File: config.mk
export PLATFORM = sky130hd
export DESIGN_NAME = epp_engine_flat
export DESIGN_NICKNAME = d
export VERILOG_FILES = /design/src/hw/epp_pkg.sv /design/src/hw/epp_link_if.sv /design/src/hw/epp_engine.sv /design/src/flat_wrapper.sv
export VERILOG_INCLUDE_DIRS = /design/src /design/src/hw
export SDC_FILE = /design/constraint.sdc
export NUM_CORES = 1
export LEC_CHECK = 0
export ABC_AREA = 1
export BUFFER_PORTS_ARGS = -buffer_cell sky130_fd_sc_hd__buf_2
export CAP_MARGIN = 20
export CORE_MARGIN = 2
export CORE_UTILIZATION = 45
export DETAILED_ROUTE_END_ITERATION = 16
export PLACE_DENSITY_LB_ADDON = 0.1
export REMOVE_ABC_BUFFERS = 1
export SYNTH_ARGS = -nofsm -noshare
export SYNTH_HDL_FRONTEND = slang
export SYNTH_SLANG_ARGS = --single-unit
File: constraint.sdc
create_clock -name sys_clk -period 9.7 [get_ports sys_clk]
set_input_delay 0.485 -clock sys_clk [delete_from_list [all_inputs] [get_ports sys_clk]]
set_output_delay 0.485 -clock sys_clk [all_outputs]
set_load 0.01 [all_outputs]
File: src/hw/epp_defines.svh
`ifndef EPP_DEFINES_SVH
`define EPP_DEFINES_SVH
// ************************************************************
// register map (byte addresses on the software port)
// ************************************************************
`define EPP_OFS_ADDR_LO 8'h00
`define EPP_OFS_ADDR_HI 8'h04
`define EPP_OFS_TARGET 8'h08
`define EPP_OFS_PASID 8'h0C
`define EPP_OFS_IEC 8'h10
`define EPP_OFS_CMD 8'h14
`define EPP_OFS_STATUS 8'h18
// ************************************************************
// field positions
// ************************************************************
`define EPP_TGT_HINT_LSB 16
`define EPP_TGT_RANGE_BIT 24
`define EPP_TGT_ALL_BIT 25
`define EPP_IEC_MASK_LSB 16
`define EPP_IEC_SCOPE_BIT 24
`define EPP_ST_BUSY_BIT 0
`define EPP_ST_ERR_BIT 1
`define EPP_ST_PEND_LSB 8
`define EPP_ST_REQ_BIT 16
`define EPP_PAGE_SHIFT 12
// ************************************************************
// counts and timing
// ************************************************************
`define EPP_MAX_PEND 32
`define EPP_CLK_MHZ 10
`define EPP_TIMEOUT_US 100
`define EPP_TIMEOUT_CYC (`EPP_TIMEOUT_US * `EPP_CLK_MHZ)
`define EPP_EP_SERVICE_CYC 4
`endif

File: src/hw/epp_pkg.sv
`default_nettype none
package epp_pkg;
	typedef enum logic [1:0] {
		EPP_K_TLB = 2'h0,
		EPP_K_EP = 2'h1,
		EPP_K_EP_PASID = 2'h2,
		EPP_K_IEC = 2'h3
	} epp_kind_t;
	typedef enum logic [2:0] {
		EPP_S_IDLE = 3'h0,
		EPP_S_FLUSH = 3'h1,
		EPP_S_DRAIN = 3'h3,
		EPP_S_TLB = 3'h2,
		EPP_S_SEND = 3'h6
	} epp_state_t;
endpackage : epp_pkg
`default_nettype wire

File: src/hw/epp_link_if.sv
`timescale 1ns/1ps
`default_nettype none
interface epp_link_if;
	logic req_valid;
	logic req_ready;
	logic [4:0] req_tag;
	logic [15:0] req_requester;
	logic [63:0] req_addr;
	logic req_range;
	logic req_pasid_en;
	logic req_all_spaces;
	logic [19:0] req_pasid;
	logic rsp_valid;
	logic [4:0] rsp_tag;
	modport dev (output req_valid, req_tag, req_requester, req_addr, req_range, req_pasid_en,
		req_all_spaces, req_pasid, input req_ready, rsp_valid, rsp_tag);
	modport ep (input req_valid, req_tag, req_requester, req_addr, req_range, req_pasid_en,
		req_all_spaces, req_pasid, output req_ready, rsp_valid, rsp_tag);
endinterface : epp_link_if
`default_nettype wire

File: src/hw/epp_engine.sv
// Summary of operation
// - request goes only to addressed endpoint
// - plain purge address is second-level, range-qualified
// - range clear: one page, bits 63:12
// - range set: lowest zero bit sets size
// - endpoint takes 32, may throttle past hint
// - hint zero means 32; limits outstanding requests
// - software purges translation cache before plain purge
// - scope one: all spaces; zero: given space
// - space purge address first-level, same encoding
// - software extended purge before space purge
// - scope clear purges all interrupt entries
// - entry index is base of purged range
// - mask n ignores n low bits, 2^n entries
// - drain remapped interrupts during interrupt purge
// - flush write buffers first when required
// - endpoint purge waits for earlier local purges
// - time-out frees tags, flags, stops fetching
`timescale 1ns/1ps
`default_nettype none
`include "epp_defines.svh"
module epp_engine #(
	parameter int TIMEOUT_CYC = `EPP_TIMEOUT_CYC
) (
	input wire logic sys_clk,
	input wire logic sys_rst,
	input wire logic [7:0] reg_addr,
	input wire logic [31:0] reg_wdata,
	input wire logic reg_wr,
	input wire logic reg_rd,
	output logic [31:0] reg_rdata,
	input wire logic write_buffer_flush_required,
	output logic tlb_purge_req,
	input wire logic tlb_purge_done,
	output logic wb_flush_req,
	input wire logic wb_flush_done,
	output logic irq_drain_req,
	input wire logic irq_drain_done,
	output logic iec_purge,
	output logic iec_all,
	output logic [15:0] iec_base,
	output logic [4:0] iec_mask,
	output logic response_timeout_error,
	epp_link_if.dev link
);
	import epp_pkg::*;
	localparam int TAGS = `EPP_MAX_PEND;

	// ************************************************************
	// state
	// ************************************************************
	epp_state_t state_r, state_nxt;
	epp_kind_t kind_r, kind_nxt;
	logic [31:0] alo_r, alo_nxt, ahi_r, ahi_nxt, tgt_r, tgt_nxt, iec_r, iec_nxt;
	logic [19:0] pasid_r, pasid_nxt;
	logic [31:0] rdata_r, rdata_nxt;
	logic [TAGS-1:0] busy_r, busy_nxt;
	logic [5:0] pend_r, pend_nxt;
	logic [15:0] tmo_r, tmo_nxt;
	logic err_r, err_nxt;
	logic tlb_r, tlb_nxt, wbf_r, wbf_nxt, drn_r, drn_nxt, iecp_r, iecp_nxt;
	logic iall_r, iall_nxt;
	logic [15:0] ibase_r, ibase_nxt;
	logic [4:0] imask_r, imask_nxt;
	logic rv_r, rv_nxt, rrng_r, rrng_nxt, rpe_r, rpe_nxt, rall_r, rall_nxt;
	logic [4:0] rtag_r, rtag_nxt;
	logic [15:0] rreq_r, rreq_nxt;
	logic [63:0] raddr_r, raddr_nxt;
	logic [19:0] rpas_r, rpas_nxt;

	// ************************************************************
	// combinational next values
	// ************************************************************
	logic [4:0] free_tag;
	logic free_any, launch, idle_wr, issue, retire, expire;
	logic [4:0] hint;
	logic [5:0] limit;
	logic [4:0] mask_n;
	logic [15:0] idx_keep;

	always_comb begin
		free_tag = 5'h00;
		free_any = 1'b0;
		for (int i = TAGS - 1; i >= 0; i--) begin
			if (!busy_r[i]) begin
				free_tag = 5'(i);
				free_any = 1'b1;
			end
		end
		hint = tgt_r[`EPP_TGT_HINT_LSB +: 5];
		limit = (hint == 5'h00) ? 6'(TAGS) : {1'b0, hint};
		mask_n = iec_r[`EPP_IEC_MASK_LSB +: 5];
		idx_keep = 16'hFFFF << mask_n;
		idle_wr = reg_wr && (state_r == EPP_S_IDLE);
		// no new command while the time-out flag stands
		launch = idle_wr && (reg_addr == `EPP_OFS_CMD) && !err_r;
		issue = (state_r == EPP_S_SEND) && !rv_r && free_any && (pend_r < limit);
		retire = link.rsp_valid && busy_r[link.rsp_tag];
		expire = (pend_r != 6'h00) && !link.rsp_valid && (tmo_r == 16'(TIMEOUT_CYC - 1));

		alo_nxt = alo_r;
		ahi_nxt = ahi_r;
		tgt_nxt = tgt_r;
		pasid_nxt = pasid_r;
		iec_nxt = iec_r;
		kind_nxt = kind_r;
		// operands are frozen while a command runs
		if (idle_wr) begin
			unique case (reg_addr)
				`EPP_OFS_ADDR_LO: alo_nxt = reg_wdata;
				`EPP_OFS_ADDR_HI: ahi_nxt = reg_wdata;
				`EPP_OFS_TARGET: tgt_nxt = reg_wdata;
				`EPP_OFS_PASID: pasid_nxt = reg_wdata[19:0];
				`EPP_OFS_IEC: iec_nxt = reg_wdata;
				`EPP_OFS_CMD: kind_nxt = epp_kind_t'(reg_wdata[1:0]);
				default: ;
			endcase
		end

		state_nxt = state_r;
		tlb_nxt = 1'b0;
		wbf_nxt = 1'b0;
		drn_nxt = 1'b0;
		iecp_nxt = 1'b0;
		iall_nxt = iall_r;
		ibase_nxt = ibase_r;
		imask_nxt = imask_r;
		rv_nxt = rv_r;
		rtag_nxt = rtag_r;
		rreq_nxt = rreq_r;
		raddr_nxt = raddr_r;
		rrng_nxt = rrng_r;
		rpe_nxt = rpe_r;
		rall_nxt = rall_r;
		rpas_nxt = rpas_r;
		unique case (state_r)
			EPP_S_IDLE: begin
				if (launch) begin
					unique case (epp_kind_t'(reg_wdata[1:0]))
						EPP_K_TLB: begin
							state_nxt = EPP_S_TLB;
							tlb_nxt = 1'b1;
						end
						EPP_K_EP, EPP_K_EP_PASID: state_nxt = EPP_S_SEND;
						EPP_K_IEC: begin
							if (write_buffer_flush_required) begin
								state_nxt = EPP_S_FLUSH;
								wbf_nxt = 1'b1;
							end else begin
								state_nxt = EPP_S_DRAIN;
								drn_nxt = 1'b1;
							end
						end
					endcase
				end
			end
			EPP_S_TLB: begin
				if (tlb_purge_done) state_nxt = EPP_S_IDLE;
			end
			EPP_S_FLUSH: begin
				if (wb_flush_done) begin
					state_nxt = EPP_S_DRAIN;
					drn_nxt = 1'b1;
				end
			end
			EPP_S_DRAIN: begin
				// cache entries go one cycle after the drain completion
				if (irq_drain_done) begin
					state_nxt = EPP_S_IDLE;
					iecp_nxt = 1'b1;
					iall_nxt = !iec_r[`EPP_IEC_SCOPE_BIT];
					ibase_nxt = iec_r[15:0] & idx_keep;
					imask_nxt = mask_n;
				end
			end
			EPP_S_SEND: begin
				if (issue) begin
					rv_nxt = 1'b1;
					rtag_nxt = free_tag;
					rreq_nxt = tgt_r[15:0];
					// page address only; low bits from 12 up carry the size
					raddr_nxt = {ahi_r, alo_r[31:12], 12'h000};
					rrng_nxt = tgt_r[`EPP_TGT_RANGE_BIT];
					rpe_nxt = (kind_r == EPP_K_EP_PASID);
					rall_nxt = (kind_r == EPP_K_EP_PASID) && tgt_r[`EPP_TGT_ALL_BIT];
					rpas_nxt = (kind_r == EPP_K_EP_PASID) ? pasid_r : 20'h00000;
				end else if (rv_r && link.req_ready) begin
					rv_nxt = 1'b0;
					state_nxt = EPP_S_IDLE;
				end
			end
			default: state_nxt = EPP_S_IDLE;
		endcase

		busy_nxt = busy_r;
		if (retire) busy_nxt[link.rsp_tag] = 1'b0;
		if (issue) busy_nxt[free_tag] = 1'b1;
		pend_nxt = pend_r + {5'h00, issue} - {5'h00, retire};
		// a stuck endpoint is given up as a whole, since the late tag is not known
		if (expire) begin
			busy_nxt = '0;
			pend_nxt = 6'h00;
		end
		tmo_nxt = (pend_r == 6'h00 || link.rsp_valid || expire) ? 16'h0000 : tmo_r + 16'h0001;
		// a new time-out beats a clear in the same cycle
		err_nxt = expire || (err_r && !(reg_wr && reg_addr == `EPP_OFS_STATUS &&
			reg_wdata[`EPP_ST_ERR_BIT]));

		rdata_nxt = 32'h00000000;
		if (reg_rd) begin
			unique case (reg_addr)
				`EPP_OFS_ADDR_LO: rdata_nxt = alo_r;
				`EPP_OFS_ADDR_HI: rdata_nxt = ahi_r;
				`EPP_OFS_TARGET: rdata_nxt = tgt_r;
				`EPP_OFS_PASID: rdata_nxt = {12'h000, pasid_r};
				`EPP_OFS_IEC: rdata_nxt = iec_r;
				`EPP_OFS_CMD: rdata_nxt = {30'h00000000, kind_r};
				`EPP_OFS_STATUS: begin
					rdata_nxt[`EPP_ST_BUSY_BIT] = (state_r != EPP_S_IDLE);
					rdata_nxt[`EPP_ST_ERR_BIT] = err_r;
					rdata_nxt[`EPP_ST_PEND_LSB +: 6] = pend_r;
					rdata_nxt[`EPP_ST_REQ_BIT] = rv_r;
				end
				default: rdata_nxt = 32'h00000000;
			endcase
		end
	end

	// ************************************************************
	// registers
	// ************************************************************
	always_ff @(posedge sys_clk or posedge sys_rst) begin
		if (sys_rst) begin
			state_r <= EPP_S_IDLE;
			kind_r <= EPP_K_TLB;
			{alo_r, ahi_r, tgt_r, iec_r} <= 128'h0;
			{pasid_r, rdata_r, busy_r} <= 84'h0;
			{pend_r, tmo_r, err_r} <= 23'h0;
			{tlb_r, wbf_r, drn_r, iecp_r} <= 4'h0;
			{iall_r, ibase_r, imask_r} <= 22'h0;
			{rv_r, rtag_r, rreq_r, raddr_r} <= 86'h0;
			{rrng_r, rpe_r, rall_r, rpas_r} <= 23'h0;
		end else begin
			state_r <= state_nxt;
			kind_r <= kind_nxt;
			{alo_r, ahi_r, tgt_r, iec_r} <= {alo_nxt, ahi_nxt, tgt_nxt, iec_nxt};
			{pasid_r, rdata_r, busy_r} <= {pasid_nxt, rdata_nxt, busy_nxt};
			{pend_r, tmo_r, err_r} <= {pend_nxt, tmo_nxt, err_nxt};
			{tlb_r, wbf_r, drn_r, iecp_r} <= {tlb_nxt, wbf_nxt, drn_nxt, iecp_nxt};
			{iall_r, ibase_r, imask_r} <= {iall_nxt, ibase_nxt, imask_nxt};
			{rv_r, rtag_r, rreq_r, raddr_r} <= {rv_nxt, rtag_nxt, rreq_nxt, raddr_nxt};
			{rrng_r, rpe_r, rall_r, rpas_r} <= {rrng_nxt, rpe_nxt, rall_nxt, rpas_nxt};
		end
	end

	assign reg_rdata = rdata_r;
	assign {tlb_purge_req, wb_flush_req} = {tlb_r, wbf_r};
	assign {irq_drain_req, iec_purge} = {drn_r, iecp_r};
	assign {iec_all, iec_base, iec_mask} = {iall_r, ibase_r, imask_r};
	assign response_timeout_error = err_r;
	assign link.req_valid = rv_r;
	assign link.req_tag = rtag_r;
	assign link.req_requester = rreq_r;
	assign link.req_addr = raddr_r;
	assign link.req_range = rrng_r;
	assign link.req_pasid_en = rpe_r;
	assign link.req_all_spaces = rall_r;
	assign link.req_pasid = rpas_r;
endmodule : epp_engine
`default_nettype wire

File: src/flat_wrapper.sv
// flat-port wrapper written by rule: the top's interface ports become plain ports
module epp_engine_flat import epp_pkg::*;
#(
	parameter int TIMEOUT_CYC = `EPP_TIMEOUT_CYC
)
  (sys_clk, sys_rst, reg_addr, reg_wdata, reg_wr, reg_rd, reg_rdata, write_buffer_flush_required, tlb_purge_req, tlb_purge_done, wb_flush_req, wb_flush_done, irq_drain_req, irq_drain_done, iec_purge, iec_all, iec_base, iec_mask, response_timeout_error, link_req_valid, link_req_tag, link_req_requester, link_req_addr, link_req_range, link_req_pasid_en, link_req_all_spaces, link_req_pasid, link_req_ready, link_rsp_valid, link_rsp_tag);
  epp_link_if link_i ();
  input wire logic sys_clk;
  input wire logic sys_rst;
  input wire logic [7:0] reg_addr;
  input wire logic [31:0] reg_wdata;
  input wire logic reg_wr;
  input wire logic reg_rd;
  output logic [31:0] reg_rdata;
  input wire logic write_buffer_flush_required;
  output logic tlb_purge_req;
  input wire logic tlb_purge_done;
  output logic wb_flush_req;
  input wire logic wb_flush_done;
  output logic irq_drain_req;
  input wire logic irq_drain_done;
  output logic iec_purge;
  output logic iec_all;
  output logic [15:0] iec_base;
  output logic [4:0] iec_mask;
  output logic response_timeout_error;
  output wire logic [$bits(link_i.req_valid)-1:0] link_req_valid;
  output wire logic [$bits(link_i.req_tag)-1:0] link_req_tag;
  output wire logic [$bits(link_i.req_requester)-1:0] link_req_requester;
  output wire logic [$bits(link_i.req_addr)-1:0] link_req_addr;
  output wire logic [$bits(link_i.req_range)-1:0] link_req_range;
  output wire logic [$bits(link_i.req_pasid_en)-1:0] link_req_pasid_en;
  output wire logic [$bits(link_i.req_all_spaces)-1:0] link_req_all_spaces;
  output wire logic [$bits(link_i.req_pasid)-1:0] link_req_pasid;
  input wire logic [$bits(link_i.req_ready)-1:0] link_req_ready;
  input wire logic [$bits(link_i.rsp_valid)-1:0] link_rsp_valid;
  input wire logic [$bits(link_i.rsp_tag)-1:0] link_rsp_tag;
  assign link_req_valid = link_i.req_valid;
  assign link_req_tag = link_i.req_tag;
  assign link_req_requester = link_i.req_requester;
  assign link_req_addr = link_i.req_addr;
  assign link_req_range = link_i.req_range;
  assign link_req_pasid_en = link_i.req_pasid_en;
  assign link_req_all_spaces = link_i.req_all_spaces;
  assign link_req_pasid = link_i.req_pasid;
  assign link_i.req_ready = link_req_ready;
  assign link_i.rsp_valid = link_rsp_valid;
  assign link_i.rsp_tag = link_rsp_tag;
  epp_engine #(.TIMEOUT_CYC(TIMEOUT_CYC)) u_core (.sys_clk(sys_clk), .sys_rst(sys_rst), .reg_addr(reg_addr), .reg_wdata(reg_wdata), .reg_wr(reg_wr), .reg_rd(reg_rd), .reg_rdata(reg_rdata), .write_buffer_flush_required(write_buffer_flush_required), .tlb_purge_req(tlb_purge_req), .tlb_purge_done(tlb_purge_done), .wb_flush_req(wb_flush_req), .wb_flush_done(wb_flush_done), .irq_drain_req(irq_drain_req), .irq_drain_done(irq_drain_done), .iec_purge(iec_purge), .iec_all(iec_all), .iec_base(iec_base), .iec_mask(iec_mask), .response_timeout_error(response_timeout_error), .link(link_i));
endmodule
==> results <==
- By startpoint and endpoint, the worst setup path is classified as flip-flop to flip-flop.
- After detailed routing, the number of remaining DRC violations is 0.
- The end of the worst register-to-register path is u_core.busy_r[13].
- The initial utilization of the core area, before any placement, comes to 0.459.
- The sequential cells in the finished layout cover a total of 9080 um2.
- The category of the worst setup path launch point is a flip-flop.
- The number of levels the H-tree was split into is 2.
- The launch instance of the worst register-to-register path is u_core.busy_r[2].
- The total congestion overflow is 0.
- Clock tree synthesis selected as its root buffer the cell clkbuf_16.
- The number of inserted filler cells in the final layout is around 3,200.
- The repair_antennas step left the layout with diodes totalling 0.
- The required time of the critical path is between 10,000 and 15,000 ps.
- The proportion of netlist area held by the largest area contributor is 0.572.
- From left edge to right edge, the die measures approximately 190 um.
- The number of global-route vias before repair is 12,800.
- TritonCTS built the clock tree.
- In this run, distinct cell masters in the synthesized netlist total 45.
- The number of buffers inserted for hold repair after clock tree synthesis is 0.
- The kind of end point of the critical path is a flip-flop.
- The cell type with the highest aggregate area in the netlist is dfrtp_1.
- The number of gates resized after cts is 0.
- Routability-driven placement finished with a final weighted congestion of 0.903.
- Summing every instance area after synthesis gives 15,900 um2.
- The dominant synthesized flop cell is dfrtp_1.
- The first global-routing pass estimated roughly 73,000 um of wire.
- The number of enable-type register cells in the synthesized netlist is 0.
- The number of post-CTS setup repair buffers is 0.
- Setup repair after global routing left no endpoint under its margin.
- The total iterations of the first detailed-routing run is 5.
- The worst setup timing slack at the placement stage is 5240 ps.
- The I/O pin total is approximately 220.
- The synthesized design contains 363 register bits.
- The worst setup slack for register-to-register paths is approximately 5300 ps.
- The number of max-slew violations in the final report came to 0.
- The floorplan row count is 68.
- The layout cell share with drive strength beyond 1 is 0.163.
- In the final routed layout, each cell accounts on average for between 15 and 20 um.
- Entering global routing, the biggest net connects ~140 pins.
- The data arrival time of the critical path is 4870 ps.
- Buffers placed on the I/O ports in this run total 210.
- The transition time of the tightest slew-check pin is a little over 1000 ps.
- The worst path meets setup with roughly 5300 ps of slack.
- The final route contains between 10,000 and 15,000 vias.
- The mean post-synth cell area is between 8 and 9 um2.
- The class of the tightest hold or removal check is input port to async pin.
- Along the worst path, the maximum fanout reaches 49.
- Adding up every negative setup slack in the final design gives 0 ps.
- By count the netlist is led by nand2_1 (556), dfrtp_1 (363), o21ai_0 (267), inv_1 (158), nor2_1 (79).
- The post-route minimum period is 4420 ps.
- For this run, the total global-route usage over all layers was measured as 0.259.
- Sorting the synthesized cells by area gives the leading types as dfrtp_1 (57%), nand2_1 (13%), o21ai_0 (8.4%).
- The highest achievable clock rate is 226 MHz.
- For the final database, setup skew stands at roughly 16 ps.
- The logic depth of the worst register-to-register path is 11.
- The ratio of final minimum period to clock period is 0.455.
- The buffer depth of the longest clock path is 3.
- The number of vias per cell after detailed routing is roughly 5.4.
- The maximum resistive drop on vdd is between 0.0001 and 0.00015 V.
- The multi-input gate area in the final layout is around 6000 um2.
- The count of nets left with antenna violations once routing finished came out at 0.
- The largest stage delay on the critical path is 900 ps.
- The fraction of the yosys area taken by sequential cells is 0.572.
- The power per cell area is ~210 nW/um2.
- The count of final hold-check violations is 0.
- CTS saw between 300 and 400 sinks.
- The cell count after synthesis is ~1,800.
- The number of warning messages in the yosys log is 0.
- Max-cap violations in this run came to 0.
- The clock latency reported for the late side of the worst-skew pair is about 530 ps.
- The flow ran to the end, and the final reports show no timing, DRC or antenna violations.
- The initial antenna violation count is 0.
- The overall die area is 36,800 um2.
- On the final layout, the worst hold slack is 123 ps.
- The async set-reset flop share out of synthesis is 1.00.
- In this run, CTS created clock tree buffers numbering 39.
- The final wirelength is approximately 47,000 um.
- The largest individual stage delay along the critical path comes from the cell inv_2.
- Traced cell by cell, the critical path runs through nand2_1 -> nor2_1 -> nand4_1 -> nor4_1 -> a2111oi_0 -> nand2_4 -> inv_2 -> nand3_1 -> nor2_1 -> nand4_1 -> a21oi_1.
- The worst pin sits at a relative slew slack of 0.314.
- The half-perimeter wire length after detailed placement is between 30,000 and 40,000 um.
- The most numerous cell in the Yosys netlist is nand2_1.
- The layout overhead on the synthesized area is 17.7%.
- The height of the die is 192 um.
- After clock tree synthesis, the clock-pin slew on the worst setup and hold paths is about 60 ps.
- The final net count is between 2,000 and 2,500.
- For this block, the initial DRC count from the detailed router was roughly 1,200.
- The standby leakage power is slightly above 9 nW.
- Setup violations remaining at the end of the flow were counted as 0.
- The area of the core is around 35,000 um2.
[how the worst max path moves through the flow]
stage	start	to	depth (start not counted)
detailed placement	u_core.busy_r[2]	u_core.busy_r[13]	11
finish	u_core.busy_r[2]	u_core.busy_r[13]	11
CTS	u_core.busy_r[2]	u_core.busy_r[13]	11
global route	u_core.busy_r[2]	u_core.busy_r[13]	11
global placement	u_core.busy_r[2]	u_core.busy_r[13]	11
floorplan	sys_rst	u_core.ahi_r[0]	1
[layout make-up]
cell class / count / area share
flip-flops and latches: 363 / 0.486
clock inverters: 9 / 0.00763
well taps: 455 / 0.0304
multi-input cells: 1206 / 0.314
inverters: 165 / 0.0335
repair buffers: 230 / 0.0670
clock buffers: 56 / 0.0615
[placed cells by master (no fill, tap or decap), types with 7 or more instances in the layout]
cell | Yosys | final
o21ai_0 | 267 | 266
buf_4 | 13 | 17
nor3_1 | 27 | 27
nor3b_1 | 7 | 7
nand2_1 | 556 | 551
a21oi_2 | 8 | 8
buf_2 | 2 | 210
ha_1 | 17 | 17
o22ai_1 | 16 | 16
nand3_2 | 8 | 8
conb_1 | 1 | 12
clkbuf_8 | 0 | 11
a22oi_1 | 18 | 18
a21oi_1 | 52 | 52
a221oi_1 | 14 | 14
clkbuf_16 | 0 | 39
a31oi_1 | 17 | 17
dfrtp_1 | 363 | 363
nand3_1 | 26 | 26
a41oi_1 | 7 | 7
nor2_1 | 79 | 75
nand4_1 | 27 | 27
inv_1 | 158 | 157
[registers in the layout, indices dropped and copies added, names as in the netlist, 20 cells and up]
name / count
u_core.ahi_r: 32
u_core.alo_r: 32
u_core.busy_r: 32
u_core.iec_r: 32
u_core.link.req_addr: 52
u_core.link.req_pasid: 20
u_core.pasid_r: 20
u_core.reg_rdata: 32
u_core.tgt_r: 32
[routing by layer]
layer  GRT usage  vias to the layer above  wire length, um
met5           0                        -                0
met4      0.0621                        0             1000
met3      0.0356                       66             3340
met2       0.399                      493            20900
met1       0.387                     6466            21600
li1            -                     6361                -
[critical path, delay by kind of cell (launching register included)]
| family | cells | cell delay, ps |
|---|---|---|
| flip-flops | 1 | 610 |
| buffers and inverters | 1 | 900 |
| AND/OR/NAND/NOR | 8 | 1990 |
| AO/OA/AOI/OAI | 2 | 810 |
[logic make-up (layout without fill, tap and decap cells)]
group	after synthesis	after routing	share of synthesized area
other	1	12	0.000236
buffers and inverters	258	460	0.0642
adder cells (fa/ha/maj)	18	18	0.0146
flip-flops	363	363	0.572
AND/OR/NAND/NOR	742	742	0.193
AO/OA/AOI/OAI	434	434	0.156
[report_power, final]
part           internal, mW  switching [mW]  total, mW
clock                 0.901           0.601       1.50
sequential             1.65           0.135       1.78
combinational         0.237           0.494      0.732
total                  2.79            1.23       4.02
[per-stage QoR]
step           power [mW]   util  instances  area [um2]
6_report             4.02  0.540       2484       18700
5_1_grt              4.22  0.540       2484       18700
3_3_place_gp         2.53  0.501       2416       17300
2_1_floorplan        2.26      -       1734       15500
4_1_cts              4.04  0.539       2483       18700
3_5_place_dp         2.53  0.502       2418       17400
No activity file was read; power rests on OpenSTA's default activity.
